[config.mk]
export PLATFORM = sky130hd
export DESIGN_NAME = mrp_reset_power
export DESIGN_NICKNAME = d
export VERILOG_FILES = /design/src/mrp_pkg.sv /design/src/mrp_reset_power.sv
export SDC_FILE = /design/constraint.sdc
export NUM_CORES = 1
export LEC_CHECK = 0
export ABC_AREA = 1
export BUFFER_PORTS_ARGS = -buffer_cell sky130_fd_sc_hd__buf_2
export CAP_MARGIN = 20
export CORE_ASPECT_RATIO = 1.1
export CORE_MARGIN = 2
export CORE_UTILIZATION = 35
export DETAILED_ROUTE_END_ITERATION = 10
export PLACE_DENSITY = 0.53
export SLEW_MARGIN = 20
export SYNTH_ARGS = -nofsm -noshare
export SYNTH_HDL_FRONTEND = slang
export SYNTH_SLANG_ARGS = --single-unit
[constraint.sdc]
create_clock -name mclk -period 2.95 [get_ports mclk]
set_input_delay 0.295 -clock mclk [delete_from_list [all_inputs] [get_ports mclk]]
set_output_delay 0.295 -clock mclk [all_outputs]
set_load 0.03 [all_outputs]
[src/mrp_pkg.sv]
package mrp_pkg;

   // Timing
   localparam int unsigned CLK_MHZ = 50;
   localparam int unsigned OSC_STAB_NS = 1000000;
   localparam int unsigned OSC_STAB_CYC = (OSC_STAB_NS * CLK_MHZ + 999) / 1000;
   localparam logic [3:0] PHASE_LAST = 4'hB;
   localparam logic [3:0] STATE5_PHASE2 = 4'h9;
   localparam logic [2:0] ALE_LAST = 3'h5;
   localparam logic [2:0] ALE_HIGH = 3'h2;
   localparam logic [1:0] RST_MIN_SAMPLES = 2'h2;

   // Register offsets
   localparam logic [7:0] ADDR_PORT0 = 8'h80;
   localparam logic [7:0] ADDR_STACK_PTR = 8'h81;
   localparam logic [7:0] ADDR_POWER_CTRL = 8'h87;
   localparam logic [7:0] ADDR_PORT1 = 8'h90;
   localparam logic [7:0] ADDR_SERIAL_BUF = 8'h99;
   localparam logic [7:0] ADDR_PORT2 = 8'hA0;
   localparam logic [7:0] ADDR_WAKE_EN = 8'hA8;
   localparam logic [7:0] ADDR_PORT3 = 8'hB0;
   localparam logic [7:0] ADDR_IRQ_STAT = 8'hE1;
   localparam logic [7:0] ADDR_IRQ_MASK = 8'hE2;

   // Reset values
   localparam logic [7:0] PORT_RST = 8'hFF;
   localparam logic [7:0] STACK_PTR_RST = 8'h07;
   localparam logic [7:0] SFR_RST = 8'h00;
   localparam logic [7:0] POWER_CTRL_POR = 8'h10;

   // Field positions
   localparam int unsigned POF_BIT = 4;
   localparam int unsigned RSVD_BIT = 5;
   localparam int unsigned PD_BIT = 1;
   localparam int unsigned IDL_BIT = 0;
   localparam int unsigned WAKE_EN0_BIT = 0;
   localparam int unsigned WAKE_EN1_BIT = 2;
   localparam int unsigned EV_IDLE = 0;
   localparam int unsigned EV_PDOWN = 1;
   localparam int unsigned EV_WAKE = 2;
   localparam int unsigned EV_RESET = 3;
   localparam int unsigned EV_COUNT = 4;

   typedef enum logic [1:0] {
      PM_RUN = 2'b00,
      PM_PDOWN = 2'b01,
      PM_WARM = 2'b11,
      PM_IDLE = 2'b10
   } mrp_pmode_e;

   typedef struct packed {
      logic [7:0] p3;
      logic [7:0] p2;
      logic [7:0] p1;
      logic [7:0] p0;
   } mrp_ports_s;

   typedef struct packed {
      logic cpuClkEn;
      logic periphClkEn;
      logic oscEn;
   } mrp_clk_s;

endpackage

[src/mrp_reset_power.sv]
// Operation
// Reset pin held two machine cycles
// Reset pin sampled at state5_phase2
// Short reset pulses are filtered out
// Reset loads all port latches with ones
// Reset loads stack pointer with seven
// Reset clears other special registers; the code does not clear interrupt status and mask on it
// Reset leaves serial buffer unchanged
// Reset keeps power-on flag bit
// Power-on sets flag, software clears
// Idle request gates core clock
// Idle keeps peripheral clock running
// Interrupt or reset ends idle
// Power-down stops clocks and oscillator
// Power-down ends on reset or interrupt
// Bit1 power-down, bit0 idle request
// Address strobe at one sixth rate
// Option bit7 zero below 25 MHz
// Low-power modes entered only by software
// Wake waits for oscillator, then services
`timescale 1ns/10ps
module mrp_reset_power
   import mrp_pkg::*;
#(
   parameter int unsigned STAB_CYC = OSC_STAB_CYC
)
(
   input wire logic mclk,
   input wire logic rst_n,
   input wire logic clkEn,
   input wire logic extResetPin,
   input wire logic extIrqZero,
   input wire logic extIrqOne,
   input wire logic irqPending,
   input wire logic extAccess,
   input wire logic optEmiLow,
   input wire logic [7:0] regAddr,
   input wire logic [7:0] regWdata,
   input wire logic regWr,
   input wire logic regRd,
   output logic [7:0] regRdata,
   output mrp_ports_s portLatch,
   output mrp_clk_s clocks,
   output logic coreReset,
   output logic aleOut,
   output logic wakeService,
   output logic irqOut
);

   mrp_pmode_e mode_q;
   mrp_pmode_e mode_d;
   logic [3:0] phase_q;
   logic [2:0] aleCnt_q;
   logic aleOut_q;
   logic [1:0] rstCnt_q;
   logic coreReset_q;
   logic [7:0] port_q [4];
   logic [7:0] stackPtr_q;
   logic [7:0] powerCtrl_q;
   logic [7:0] serialBuf_q;
   logic [7:0] wakeEn_q;
   logic [EV_COUNT-1:0] irqStat_q;
   logic [EV_COUNT-1:0] irqMask_q;
   logic [EV_COUNT-1:0] events;
   logic [7:0] rdData_q;
   logic [31:0] stabCnt_q;
   logic wakeByIrq_q;
   logic wakeService_q;
   logic oscRun;
   logic extWake;
   logic stabDone;
   logic exitIdle;
   logic exitPdown;
   logic aleAllow;

   function automatic logic wrHit(input logic [7:0] offset);
      wrHit = regWr && (regAddr == offset);
   endfunction

   assign oscRun = (mode_q != PM_PDOWN);
   // Wake sources
   assign extWake = (extIrqZero && wakeEn_q[WAKE_EN0_BIT]) ||
                    (extIrqOne && wakeEn_q[WAKE_EN1_BIT]);
   assign stabDone = (stabCnt_q == STAB_CYC - 1);
   assign exitIdle = (mode_q == PM_IDLE) && (irqPending || coreReset_q);
   assign exitPdown = (mode_q == PM_WARM) && stabDone;
   // Strobe inhibit option
   assign aleAllow = optEmiLow || extAccess;

   // Machine cycle phase counter
   always_ff @(posedge mclk or negedge rst_n)
   begin
      if (!rst_n)
         phase_q <= 4'h0;
      else if (clkEn && oscRun)
         phase_q <= (phase_q == PHASE_LAST) ? 4'h0 : phase_q + 4'h1;
   end

   // Address strobe generation
   always_ff @(posedge mclk or negedge rst_n)
   begin
      if (!rst_n)
      begin
         aleCnt_q <= 3'h0;
         aleOut_q <= 1'b0;
      end
      else if (clkEn)
      begin
         // One sixth rate
         aleCnt_q <= (!oscRun || aleCnt_q == ALE_LAST) ? 3'h0 : aleCnt_q + 3'h1;
         aleOut_q <= oscRun && aleAllow && (aleCnt_q < ALE_HIGH);
      end
   end

   // Reset pin filter
   always_ff @(posedge mclk or negedge rst_n)
   begin
      if (!rst_n)
      begin
         rstCnt_q <= 2'h0;
         coreReset_q <= 1'b0;
      end
      // Sample at state5_phase2
      else if (clkEn && oscRun && phase_q == STATE5_PHASE2)
      begin
         // Two consecutive samples
         if (!extResetPin)
         begin
            rstCnt_q <= 2'h0;
            coreReset_q <= 1'b0;
         end
         else if (rstCnt_q != RST_MIN_SAMPLES)
         begin
            rstCnt_q <= rstCnt_q + 2'h1;
            coreReset_q <= (rstCnt_q + 2'h1 == RST_MIN_SAMPLES);
         end
      end
   end

   // Power mode state machine
   always_comb
   begin
      mode_d = mode_q;
      case (mode_q)
         PM_RUN:
            // Software bits only
            if (!coreReset_q && powerCtrl_q[PD_BIT])
               mode_d = PM_PDOWN;
            else if (!coreReset_q && powerCtrl_q[IDL_BIT])
               mode_d = PM_IDLE;
         PM_IDLE:
            // Interrupt or reset exit
            if (exitIdle)
               mode_d = PM_RUN;
         PM_PDOWN:
            // Reset or enabled interrupt
            if (extWake || extResetPin)
               mode_d = PM_WARM;
         PM_WARM:
            // Oscillator settle time
            if (stabDone)
               mode_d = PM_RUN;
         default:
            mode_d = PM_RUN;
      endcase
   end

   always_ff @(posedge mclk or negedge rst_n)
   begin
      if (!rst_n)
         mode_q <= PM_RUN;
      else if (clkEn)
         mode_q <= mode_d;
   end

   // Oscillator stabilisation and wake service
   always_ff @(posedge mclk or negedge rst_n)
   begin
      if (!rst_n)
      begin
         stabCnt_q <= 32'h0;
         wakeByIrq_q <= 1'b0;
         wakeService_q <= 1'b0;
      end
      else if (clkEn)
      begin
         stabCnt_q <= (mode_q == PM_WARM && !stabDone) ? stabCnt_q + 32'h1 : 32'h0;
         if (mode_q == PM_PDOWN)
            wakeByIrq_q <= extWake && !extResetPin;
         // Service after settle
         wakeService_q <= exitPdown && wakeByIrq_q;
      end
   end

   // Clock gating
   assign clocks.cpuClkEn = (mode_q == PM_RUN);
   assign clocks.periphClkEn = (mode_q == PM_RUN) || (mode_q == PM_IDLE);
   assign clocks.oscEn = oscRun;

   // Port latches
   generate
      for (genvar i = 0; i < 4; i++)
      begin : g_port
         always_ff @(posedge mclk or negedge rst_n)
         begin
            if (!rst_n)
               port_q[i] <= PORT_RST;
            else if (clkEn)
            begin
               // Ports to ones
               if (coreReset_q)
                  port_q[i] <= PORT_RST;
               else if (wrHit(ADDR_PORT0 + 8'(i * 16)))
                  port_q[i] <= regWdata;
            end
         end
      end
   endgenerate

   // Stack pointer and wake enables
   always_ff @(posedge mclk or negedge rst_n)
   begin
      if (!rst_n)
      begin
         stackPtr_q <= STACK_PTR_RST;
         wakeEn_q <= SFR_RST;
      end
      else if (clkEn)
      begin
         // Reset values
         if (coreReset_q)
         begin
            stackPtr_q <= STACK_PTR_RST;
            wakeEn_q <= SFR_RST;
         end
         else
         begin
            if (wrHit(ADDR_STACK_PTR))
               stackPtr_q <= regWdata;
            if (wrHit(ADDR_WAKE_EN))
               wakeEn_q <= regWdata;
         end
      end
   end

   // Serial buffer has no reset
   always_ff @(posedge mclk)
   begin
      if (clkEn && !coreReset_q && wrHit(ADDR_SERIAL_BUF))
         serialBuf_q <= regWdata;
   end

   // Power control register
   always_ff @(posedge mclk or negedge rst_n)
   begin
      // Power-on sets flag
      if (!rst_n)
         powerCtrl_q <= POWER_CTRL_POR;
      else if (clkEn)
      begin
         // Keep flag, clear rest
         if (coreReset_q)
            powerCtrl_q <= SFR_RST | (powerCtrl_q & (8'h1 << POF_BIT));
         else if (wrHit(ADDR_POWER_CTRL))
            powerCtrl_q <= regWdata & ~(8'h1 << RSVD_BIT);
         else
         begin
            if (exitIdle)
               powerCtrl_q[IDL_BIT] <= 1'b0;
            if (exitPdown)
               powerCtrl_q[PD_BIT] <= 1'b0;
         end
      end
   end

   // Interrupt status, mask and read data
   assign events[EV_IDLE] = (mode_q == PM_RUN) && (mode_d == PM_IDLE);
   assign events[EV_PDOWN] = (mode_q == PM_RUN) && (mode_d == PM_PDOWN);
   assign events[EV_WAKE] = exitPdown;
   assign events[EV_RESET] = (phase_q == STATE5_PHASE2) && oscRun && extResetPin &&
                             (rstCnt_q + 2'h1 == RST_MIN_SAMPLES);

   always_ff @(posedge mclk or negedge rst_n)
   begin
      if (!rst_n)
      begin
         irqStat_q <= '0;
         irqMask_q <= '0;
         rdData_q <= 8'h00;
      end
      else if (clkEn)
      begin
         irqStat_q <= ((regRd && regAddr == ADDR_IRQ_STAT) ? '0 : irqStat_q) | events;
         if (wrHit(ADDR_IRQ_MASK))
            irqMask_q <= regWdata[EV_COUNT-1:0];
         rdData_q <= 8'h00;
         if (regRd)
            case (regAddr)
               ADDR_PORT0: rdData_q <= port_q[0];
               ADDR_PORT1: rdData_q <= port_q[1];
               ADDR_PORT2: rdData_q <= port_q[2];
               ADDR_PORT3: rdData_q <= port_q[3];
               ADDR_STACK_PTR: rdData_q <= stackPtr_q;
               ADDR_POWER_CTRL: rdData_q <= powerCtrl_q;
               ADDR_SERIAL_BUF: rdData_q <= serialBuf_q;
               ADDR_WAKE_EN: rdData_q <= wakeEn_q;
               ADDR_IRQ_STAT: rdData_q <= {4'h0, irqStat_q};
               ADDR_IRQ_MASK: rdData_q <= {4'h0, irqMask_q};
               default: rdData_q <= 8'h00;
            endcase
      end
   end

   assign regRdata = rdData_q;
   assign portLatch = '{p3: port_q[3], p2: port_q[2], p1: port_q[1], p0: port_q[0]};
   assign coreReset = coreReset_q;
   assign aleOut = aleOut_q;
   assign wakeService = wakeService_q;
   assign irqOut = |(irqStat_q & irqMask_q);
endmodule

# [Word-level counts from Yosys, hierarchy flattened]
# Cells that the tools add are included.
# W data, S select, Z words.
[op_classes] add_sub_neg=4 magnitude_cmp=1 eq_ne=23 mux=33 bitwise=3 reduce_logical=64
[ops] op="$mux W8" n=14
[ops] op="$eq A8 B8 Y1 const B" n=10
[ops] op="$pmux W8 S10" n=1
[ops] op="$add A32 B1 Y32 const B" n=1
[ops] op="$eq A32 B16 Y1 const B" n=1
[ops] op="$mux W32" n=1
[ops] op="$logic_and A1 B1 Y1" n=30
[ops] op="$reduce_and A2 Y1" n=12
[ops] op="$mux W2" n=8
[ops] op="$reduce_bool A2 Y1" n=7
[ops] op="$eq A2 B2 Y1 const B" n=4
[ops] op="$eq A4 B4 Y1 const B" n=2
[ops] op="$mux W4" n=2
[ops] op="$pmux W2 S4" n=1
[ops] op="$logic_or A1 B1 Y1" n=6
[ops] op="$mux W6" n=1
[ops] op="$reduce_bool A3 Y1" n=2
[ops] op="$add A4 B1 Y4 const B" n=1
[ops] op="$and A4 B4 Y4" n=1
[ops] op="$eq A2 B1 Y1 const B" n=2
[ops] op="$logic_not A1 Y1" n=4
[ops] op="$mux W1" n=4
[ops] op="$ne A2 B1 Y1 const B" n=2
[ops] op="$or A4 B4 Y4" n=1
[ops] op="other kinds (10)" n=10
[word_totals] ff_bits=127 inputBits=27 out_inout_bits=47 wordCells=151

# [Depth between registers and ports, before layout]
# Gate-level depths: netlist of the first run.
[depth] ltp_word=8 mapped_depth=11 ltp_nobuf=11

# [Worst setup path before layout of the first run]
# Ideal clock, no wire load.
[synth_timing] path_kind="reg-to-reg" startpoint="register coreReset_q, in the netlist coreReset" endpoint="register serialBuf_q[0] (enable)" arrival_time_ns=1.364 required_ns=2.618 path_slack_ns=1.255 path_stages_with_launch=6 n_path_buf=1 cell_sequence="dfrtp_1 > buf_2 > clkinv_1 > nand2_1 > nor2_1 > and3_1"
[synth_between] elab_chain_len=3
[synth_lines] item="start, declared" line="mrp_reset_power.sv:56" text="logic coreReset_q;"
[synth_lines] item="start signal, assigned" line="mrp_reset_power.sv:135" text="coreReset_q <= (rstCnt_q + 2'h1 == RST_MIN_SAMPLES);"
[synth_lines] item="$logic_not A1 Y1" line="mrp_reset_power.sv:249" text="if (clkEn && !coreReset_q && wrHit(ADDR_SERIAL_BUF))"
[synth_lines] item="$logic_and A1 B1 Y1 (2 in a row)" line="mrp_reset_power.sv:249"
[synth_lines] item="end signal, assigned" line="mrp_reset_power.sv:250" text="serialBuf_q <= regWdata;"
[synth_lines] item="end, declared" line="mrp_reset_power.sv:60" text="logic [7:0] serialBuf_q;"
# No other way between the ends.
# A chain may end at the register's enable or synchronous reset.

==> summary by stage, run 1 <==
Status
The run finished with clean final reports.

Clock tree
The clock input transition at the sequential cells of the worst setup and hold paths is 60 ps. TritonCTS built the clock tree. The later pin in the worst-skew pair is clocked with a latency of 420 ps. The total CTS buffers is 17. The number of H-tree levels is 4.

The clock passes through at most 2 buffers. The root buffer cell chosen for the clock tree is sky130_fd_sc_hd__clkbuf_16. The clock sink count is 126.

Logic synthesis
The share of synthesized registers carrying an async set or reset is 93.7%. The number of synthesized flops with an enable pin is 8. The number of nets produced by synthesis is 914.

The share of the Yosys chip area taken by registers is 46.7%. The average footprint of a synthesized cell is 7.88 um2. The count of yosys warnings during synthesis is 0.

Summed over all instances, the cell type with the most area after synthesis is sky130_fd_sc_hd__dfrtp_1. The count of unique library cells instantiated by Yosys is 45. The synthesized design contains 126 register bits. The cell count after synthesis is 880.

The main flop type after synthesis is sky130_fd_sc_hd__dfrtp_1. By area the synthesized netlist is led by sky130_fd_sc_hd__dfrtp_1, sky130_fd_sc_hd__dfstp_2, sky130_fd_sc_hd__nand2_1. In this run the cell area of the synthesized design comes to 6940 um2. The synthesized design devotes to its leading area cell type 29.6% of total area.

Cells and area
In the layout the commonest cells are sky130_fd_sc_hd__nand2_1, sky130_fd_sc_hd__nor2_1, sky130_fd_sc_hd__nand3_1, sky130_fd_sc_hd__inv_1, sky130_fd_sc_hd__dfrtp_1. The antenna diode instance count is 0. With fillers left out, the area of the finished cells amounts to 8120 um2.

The number of nets at the end of the flow is 991. The library cell used most frequently in the layout, excluding fill and tap cells, is sky130_fd_sc_hd__nand2_1. Cells with a size suffix above 1 make up 22.3% of the layout. Relative to the synthesized area, the layout overhead comes to 17.0%.

Global route
The wire length of the first global-routing pass is 30.4 mm. In the global route stage, overall resource usage came out at 18.6%. The initial antenna violation count is 0. The number of global-route vias before repair is 5657. The maximum number of pins on one net before global-route repair is 57. The overall overflow remaining after global route is 0.

Worst setup path
The arrival time at the worst endpoint is 1580 ps. The critical path in this run is classified as register to output port. The worst setup path is launched from a register.

Along the worst path, the maximum fanout reaches 6. For the worst flop-to-flop path, the logic depth is 10. The critical path data required time is 2650 ps. The origin of the worst setup path is mode_q[0]. The startpoint of the worst-slack reg-to-reg timing path is stabCnt_q[0]. The type of element capturing the critical path is an output port.

Routing
Wire segments on met2 add up to 7.87 mm in the final route. The number of DRC markers after the initial detailed-route iteration is 483. The first detailed-routing pass ran for 7 iterations. In the final routing, the length of wire on met1 measures 9.72 mm. The routed wirelength normalized by instance count is 15.5 um. In this run the top signal layer used is met4. The count of nets left with antenna violations after detail routing is 0. Wire segments on met3 add up to 930 um in the final route. The total via count in the routed design is 5959. The detailed-route DRC error count is 0.

The average via count per standard cell is 4.88. After detailed routing, the total wire length is 18.9 mm.

Die
The number of placement rows is 54. The effective utilization at floorplan is 35.3%. The standard cell core area is 19700 um2. The count of boundary I/O pins is 74. The die outline width is 138 um. The die covers 21000 um2. In this run the vertical extent of the chip is 152 um.

Hold path
The path class of the tightest hold or removal check is primary input to register. Counting instances, the worst hold path has a depth of 1. The startpoint of the tightest hold check path is regWdata[6].

STA
Setup violations remaining at the end of the flow were counted as 0. The total negative slack is 0 ps. The fmax is 534 MHz.

The worst clock skew on the final layout is 8.78 ps. The routed design could run at a clock period as short as 1870 ps. For the pin with the worst max-slew slack, the measured transition is 741 ps. Of the available clock period, the critical path in the final layout requires 63.5%. Setup repair after global routing left no endpoint under its margin. The headroom to the max-slew limit is 50.6%. The number of hold violations in the final report came to 0. The number of pins exceeding their max-slew limit in the final report is 0.

Power and ir drop
The power per unit of standard cell area is 758 nW/um2. The worst-case IR drop observed on VDD is 0.480 mV. Summed over all cells, the static leakage comes to 3.83 nW. The overall power consumption is 6.15 mW.

Placement
Buffers placed on the I/O ports in this run total 73. The weighted congestion at the end of routability-driven global placement is 0.803. The post-placement cell area is 7500 um2.

The detailed placer's ending HPWL is 14.0 mm.

Flow run
The number of maximum-capacitance violations is 0.
## path summary, 6_finish.rpt
check / end / slack, ps
hold reg to reg: stackPtr_q[4] / 470
max in group asynchronous: stackPtr_q[1] / 1640
hold / removal: serialBuf_q[6] / 90
min in group asynchronous: rstCnt_q[1] / 480
setup / recovery: clocks[0] / 1080
setup reg to reg: stabCnt_q[22] / 1130
## layer usage
metal  vias to the layer above  GRT usage (%)
met5                         -              0
met4                         0           6.53
met3                        25           3.77
met2                       153           26.8
met1                      2793           27.6
li1                       2988              -
## per-stage QoR
| stage | utilization, % | hold slack, ps | worst slack [ps] | std cells |
|---|---|---|---|---|
| finish | 41.3 | 91.1 | 1080 | 1222 |
| floorplan | - | -0.591 | 1250 | 880 |
| global route | 41.3 | 90.1 | 929 | 1222 |
| CTS | 41.3 | 90.5 | 1060 | 1222 |
| detailed placement | 38.2 | 413 | 970 | 1189 |
| global placement | 38.2 | 414 | 1030 | 1189 |
## cells in the mapped netlist (2+ instances only)
cell / instances
sky130_fd_sc_hd__a21oi_2: 2
sky130_fd_sc_hd__buf_6: 5
sky130_fd_sc_hd__nor2_4: 13
sky130_fd_sc_hd__nor2_2: 18
sky130_fd_sc_hd__edfxtp_1: 8
sky130_fd_sc_hd__inv_2: 6
sky130_fd_sc_hd__nand3b_1: 4
sky130_fd_sc_hd__o21ai_4: 2
sky130_fd_sc_hd__clkbuf_1: 4
sky130_fd_sc_hd__dfrtp_1: 82
sky130_fd_sc_hd__a21oi_1: 42
sky130_fd_sc_hd__o22ai_1: 7
sky130_fd_sc_hd__or2_2: 2
sky130_fd_sc_hd__nand2_2: 13
sky130_fd_sc_hd__o21ai_1: 6
sky130_fd_sc_hd__nand2_4: 5
sky130_fd_sc_hd__xor2_1: 14
sky130_fd_sc_hd__dfstp_2: 36
sky130_fd_sc_hd__nand4_1: 11
sky130_fd_sc_hd__buf_2: 7
sky130_fd_sc_hd__nor2_1: 125
sky130_fd_sc_hd__buf_4: 4
sky130_fd_sc_hd__nand3_1: 107
sky130_fd_sc_hd__nor3_1: 11
sky130_fd_sc_hd__inv_1: 93
sky130_fd_sc_hd__nand2_1: 191
sky130_fd_sc_hd__ha_1: 7
sky130_fd_sc_hd__o21ai_0: 38
## logic make-up (layout without fill, tap and decap cells)
| family | Yosys count | after routing | share of synthesized area (%) |
|---|---|---|---|
| flops | 126 | 126 | 46.7 |
| xor+xnor | 15 | 15 | 1.89 |
| compound gates | 101 | 101 | 8.23 |
| simple gates | 507 | 507 | 34.0 |
| mux | 1 | 1 | 0.162 |
| buf+inv | 123 | 213 | 7.81 |
| fa+ha+maj | 7 | 7 | 1.26 |
## timing repair
action,4_1_cts,5_1_grt
gates resized for setup,0,0
hold buffers,1,0
hold endpoints to repair,19,0
setup buffers,0,0
setup endpoints to repair,0,0
## worst max-delay path, stage by stage (launching register included)
cell and delay (ps):
sky130_fd_sc_hd__dfrtp_1 440, sky130_fd_sc_hd__inv_1 130, sky130_fd_sc_hd__nor2_1 280, sky130_fd_sc_hd__inv_1 120
sky130_fd_sc_hd__buf_2 200
## state kept, by name, indices dropped and copies added, names as in the netlist
signal       count
aleCnt_q         3
mode_q           2
wakeByIrq_q      1
stabCnt_q       32
stackPtr_q       8
phase_q          4
wakeService      1
powerCtrl_q      7
irqMask_q        4
regRdata         8
rstCnt_q         2
coreReset        1
irqStat_q        4
wakeEn_q         8
portLatch       32
serialBuf_q      8
aleOut           1
## layout make-up
cell class,count,area [um2]
clock buffer,18,450
clock inverter,14,154
fill,2060,11500
inverter,101,382
multi-input combinational,631,3160
sequential,126,3240
tap,252,315
timing repair buffer,80,423
## power by group
group	internal [mW]	switching [mW]
registers	2.22	0.253
clock network	1.31	0.832
logic	0.437	1.11
Power figures use the tool's default switching activity.
==> inputs of run 2 (changes only) <==
--- a/config.mk
+++ b/config.mk
@@ -12,7 +12,7 @@
 export CORE_MARGIN = 2
 export CORE_UTILIZATION = 35
 export DETAILED_ROUTE_END_ITERATION = 10
-export PLACE_DENSITY = 0.53
+export PLACE_DENSITY = 0.55
 export SLEW_MARGIN = 20
 export SYNTH_ARGS = -nofsm -noshare
 export SYNTH_HDL_FRONTEND = slang
==> constraint.sdc (replaced) <==
create_clock -name mclk -period 1.5 [get_ports mclk]
set_input_delay 0.15 -clock mclk [delete_from_list [all_inputs] [get_ports mclk]]
set_output_delay 0.15 -clock mclk [all_outputs]
set_load 0.03 [all_outputs]
==> summary by stage, run 2 (synthesis results as in run 1) <==
Status
The flow ran to the end, but the final reports show violations. The final reports fail on setup timing.

Clock tree
The worst-skew pair later-pin latency is 440 ps (+20 ps). The root cell of the clock tree is sky130_fd_sc_hd__clkbuf_16. The clock input transition at the sequential cells of the worst setup and hold paths came to 60 ps (about the same). The clock sink count is 126 (unchanged).

The TritonCTS clock tree is built. The maximum number of buffers from clock root to sink is 2 (unchanged). The number of H-tree levels is 4 (unchanged). The total CTS buffers is 17 (unchanged).

Cells and area
The total of fill cells in the finished design is 1971 (-4.3%). The number of non-filler instances in the completed layout is 1340 (+9.7%). The ratio of cells with drive above 1 in the final layout is 33.6% (+11 points). Relative to the synthesized area, the layout overhead comes to 34.1%. The antenna diode instance count is 0 (unchanged). The most common cell after layout, fill and taps aside is sky130_fd_sc_hd__nand2_1. The number of nets at the end of the flow came to 1109 (+12%). The top cell types in the final layout, fill and taps aside, are sky130_fd_sc_hd__nand2_1, sky130_fd_sc_hd__nor2_1, sky130_fd_sc_hd__buf_4, sky130_fd_sc_hd__nand3_1, sky130_fd_sc_hd__inv_1. The post-route cell area is 9300 um2 (+15%).

Routing
The number of DRC markers after the initial detailed-route iteration was 374 (-23%). The total length of routed wires is 19.8 mm (+4.8%). The average via count per standard cell came to 4.75 (-2.5%). The first-pass detailed-route iteration total was 5 (-2). The detailed-route DRC error count is 0 (unchanged). The routed wirelength normalized by instance count came to 14.8 um (-4.5%). The total via count in the routed design is 6371 (+6.9%). The count of nets left with antenna violations after detail routing is 0 (unchanged).

Placement
The cell count after placement is 1289 (+8.4%). The number of buffers added on ports is 73 (unchanged). The detailed placer's ending HPWL is 14.8 mm (+5.6%). The weighted congestion at the end of routability-driven global placement was 0.861 (+7.2%). The post-placement cell area is 8340 um2 (+11%).

STA
The count of final setup violators is 30 (+30). The pin slew with the least headroom to its limit is 460 ps (-281 ps). The worst clock skew on the final layout is 12.0 ps (+3.22 ps).

Dividing the final minimum period by the clock period gives 105%. The number of pins exceeding their max-slew limit in the final report is 0 (unchanged). The slack of the critical path is -71.8 ps (-1150 ps). The total negative slack came to -1550 ps (-1550 ps). Setup repair after global routing could not meet its margin everywhere.

The number of hold violations in the final report came to 0 (unchanged). For this run, the top clock speed supported by timing is 636 MHz. The headroom to the max-slew limit is 69.2% (+19 points). The post-layout minimum cycle time is 1570 ps.

Die
The die area came to 21000 um2 (unchanged). The height of the die is 152 um (unchanged). The count of boundary I/O pins is 74 (unchanged). The effective utilization at floorplan is 35.3% (unchanged). The number of placement rows is 54 (unchanged).

The die outline width is 138 um (unchanged). The standard cell core area is 19700 um2 (unchanged).

Worst setup path
In this run the worst setup path begins at stabCnt_q[1]. The critical path data required time is 1820 ps (-830 ps). Broken down by cell family, the worst path's largest delay share belongs to simple AND/OR/NAND/NOR gates.

The biggest cell delay along the critical path is 370 ps (-70 ps). The arrival time at the worst endpoint is 1890 ps (+310 ps). The worst reg-to-reg path cell count is 9 (-1). The critical path in this run is classified as register to register. The type of element capturing the critical path is a register.

The instance count on the critical path is 9 (+5). The highest-delay cell along the critical path is sky130_fd_sc_hd__dfrtp_1. STA classifies the critical path startpoint as a register. The critical path goes through ha_2 > buf_4 > nand3_2 > nor2_4 > nand3_2 > nor2_4 > nand2_1 > nor2_1 > nor2_1. The largest fanout on the critical path was 3 (-3).

The startpoint of the worst-slack reg-to-reg timing path is stabCnt_q[1]. The count of buffering cells on the critical path with inverters included is 1 (-2).

Global route
The wire length of the first global-routing pass is 31.6 mm (+4.1%). The initial antenna violation count is 0 (unchanged). The met2 track utilization from global routing was 30.3% (+3.4 points).

The met3 track utilization from global routing is 3.43% (-0.35 points). The maximum number of pins on one net before global-route repair was 29 (-49%). The number of global-route vias before repair came to 5954 (+5.3%). The global-route track usage on met1 is 27.4% (-0.25 points). The routing layer with the top usage in global route is met2. The overall overflow remaining after global route is 0 (unchanged). The total global routing track utilization came to 19.3% (+0.73 points).

Power and ir drop
The overall power consumption is 12.5 mW (+100%). The power per unit of standard cell area came to 1340 nW/um2 (+77%). The largest vdd supply drop is 1.07 mV (+120%). The leakage power summed over all cells was 4.50 nW (+18%).

Hold path
The worst hold path cell count is 3 (+2). The worst hold path begins at optEmiLow. The class of the worst hold path is primary input to register.

Flow run
The number of maximum-capacitance violations is 0 (unchanged).
[run 2: changes by cell type in the layout (fill, tap and decap cells not counted), moves of 5 or more]
cell,previous run,this run
sky130_fd_sc_hd__inv_6,2,8
sky130_fd_sc_hd__nand2_1,191,184
sky130_fd_sc_hd__dlygate4sd3_1,1,7
sky130_fd_sc_hd__inv_2,6,11
sky130_fd_sc_hd__inv_1,93,88
sky130_fd_sc_hd__clkinv_4,6,1
sky130_fd_sc_hd__nor2_1,125,116
sky130_fd_sc_hd__nor2_4,13,18
sky130_fd_sc_hd__buf_12,0,6
sky130_fd_sc_hd__o21ai_0,38,33
sky130_fd_sc_hd__nand3_1,107,101
sky130_fd_sc_hd__buf_4,7,109
sky130_fd_sc_hd__nand3_2,0,5
[run 2: per-stage QoR]
step	utilization (%)	hold slack [ps]	setup slack, ps
floorplan	-	-146	10.1
global placement	42.4	117	-89.8
detailed placement	42.4	116	-126
CTS	46.3	5.73	-66.6
global route	47.3	31.8	-192
finish	47.3	9.52	-71.8
[run 2: layer usage]
layer  share of wire [%]  routed length [um]  vias to the layer above
met5                   0                   0                        -
met4                 1.4                 284                        0
met3                 3.8                 761                       20
met2                  46                9100                      128
met1                  49                9640                     2995
li1                    -                   -                     3228
[run 2: timing repair]
| item | CTS | global route |
|---|---|---|
| setup buffers | 4 | 7 |
| hold buffers | 7 | 0 |
| endpoints found under the hold margin | 56 | 0 |
| resized for setup | 18 | 43 |
| setup endpoints to repair | 31 | 38 |
| cloned | 2 | 0 |
| pin swaps | 1 | 13 |
[run 2: worst paths after layout]
kind	end	slack, ps
min	aleOut	10
max in group asynchronous	portLatch[8]	690
min reg2reg	stackPtr_q[2]	470
min in group asynchronous	wakeEn_q[0]	190
max	stabCnt_q[24]	-70
max reg2reg	stabCnt_q[24]	-70
[run 2: where the power goes]
part / internal (mW) / switching [mW] / total [mW]
Sequential: 4.36 / 0.496 / 4.85
Clock: 2.42 / 1.77 / 4.19
Combinational: 1.14 / 2.27 / 3.41
Total: 7.92 / 4.54 / 12.5
[run 2: worst reg2reg max path: stages (launching register included)]
cell and delay, ps:
sky130_fd_sc_hd__dfrtp_1 370, sky130_fd_sc_hd__ha_2 190, sky130_fd_sc_hd__buf_4 130, sky130_fd_sc_hd__nand3_2 110
sky130_fd_sc_hd__nor2_4 180, sky130_fd_sc_hd__nand3_2 110, sky130_fd_sc_hd__nor2_4 130, sky130_fd_sc_hd__nand2_1 90
sky130_fd_sc_hd__nor2_1 100, sky130_fd_sc_hd__nor2_1 50
[run 2: layout make-up]
type | count | area, um2 | share of cell area, %
multi-input combinational | 632 | 3340 | 35.9
sequential | 126 | 3240 | 34.8
timing repair buffer | 196 | 1410 | 15.1
clock buffer | 20 | 489 | 5.26
inverter | 101 | 393 | 4.22
tap | 252 | 315 | 3.39
clock inverter | 12 | 109 | 1.17
timing repair inverter | 1 | 11.3 | 0.121
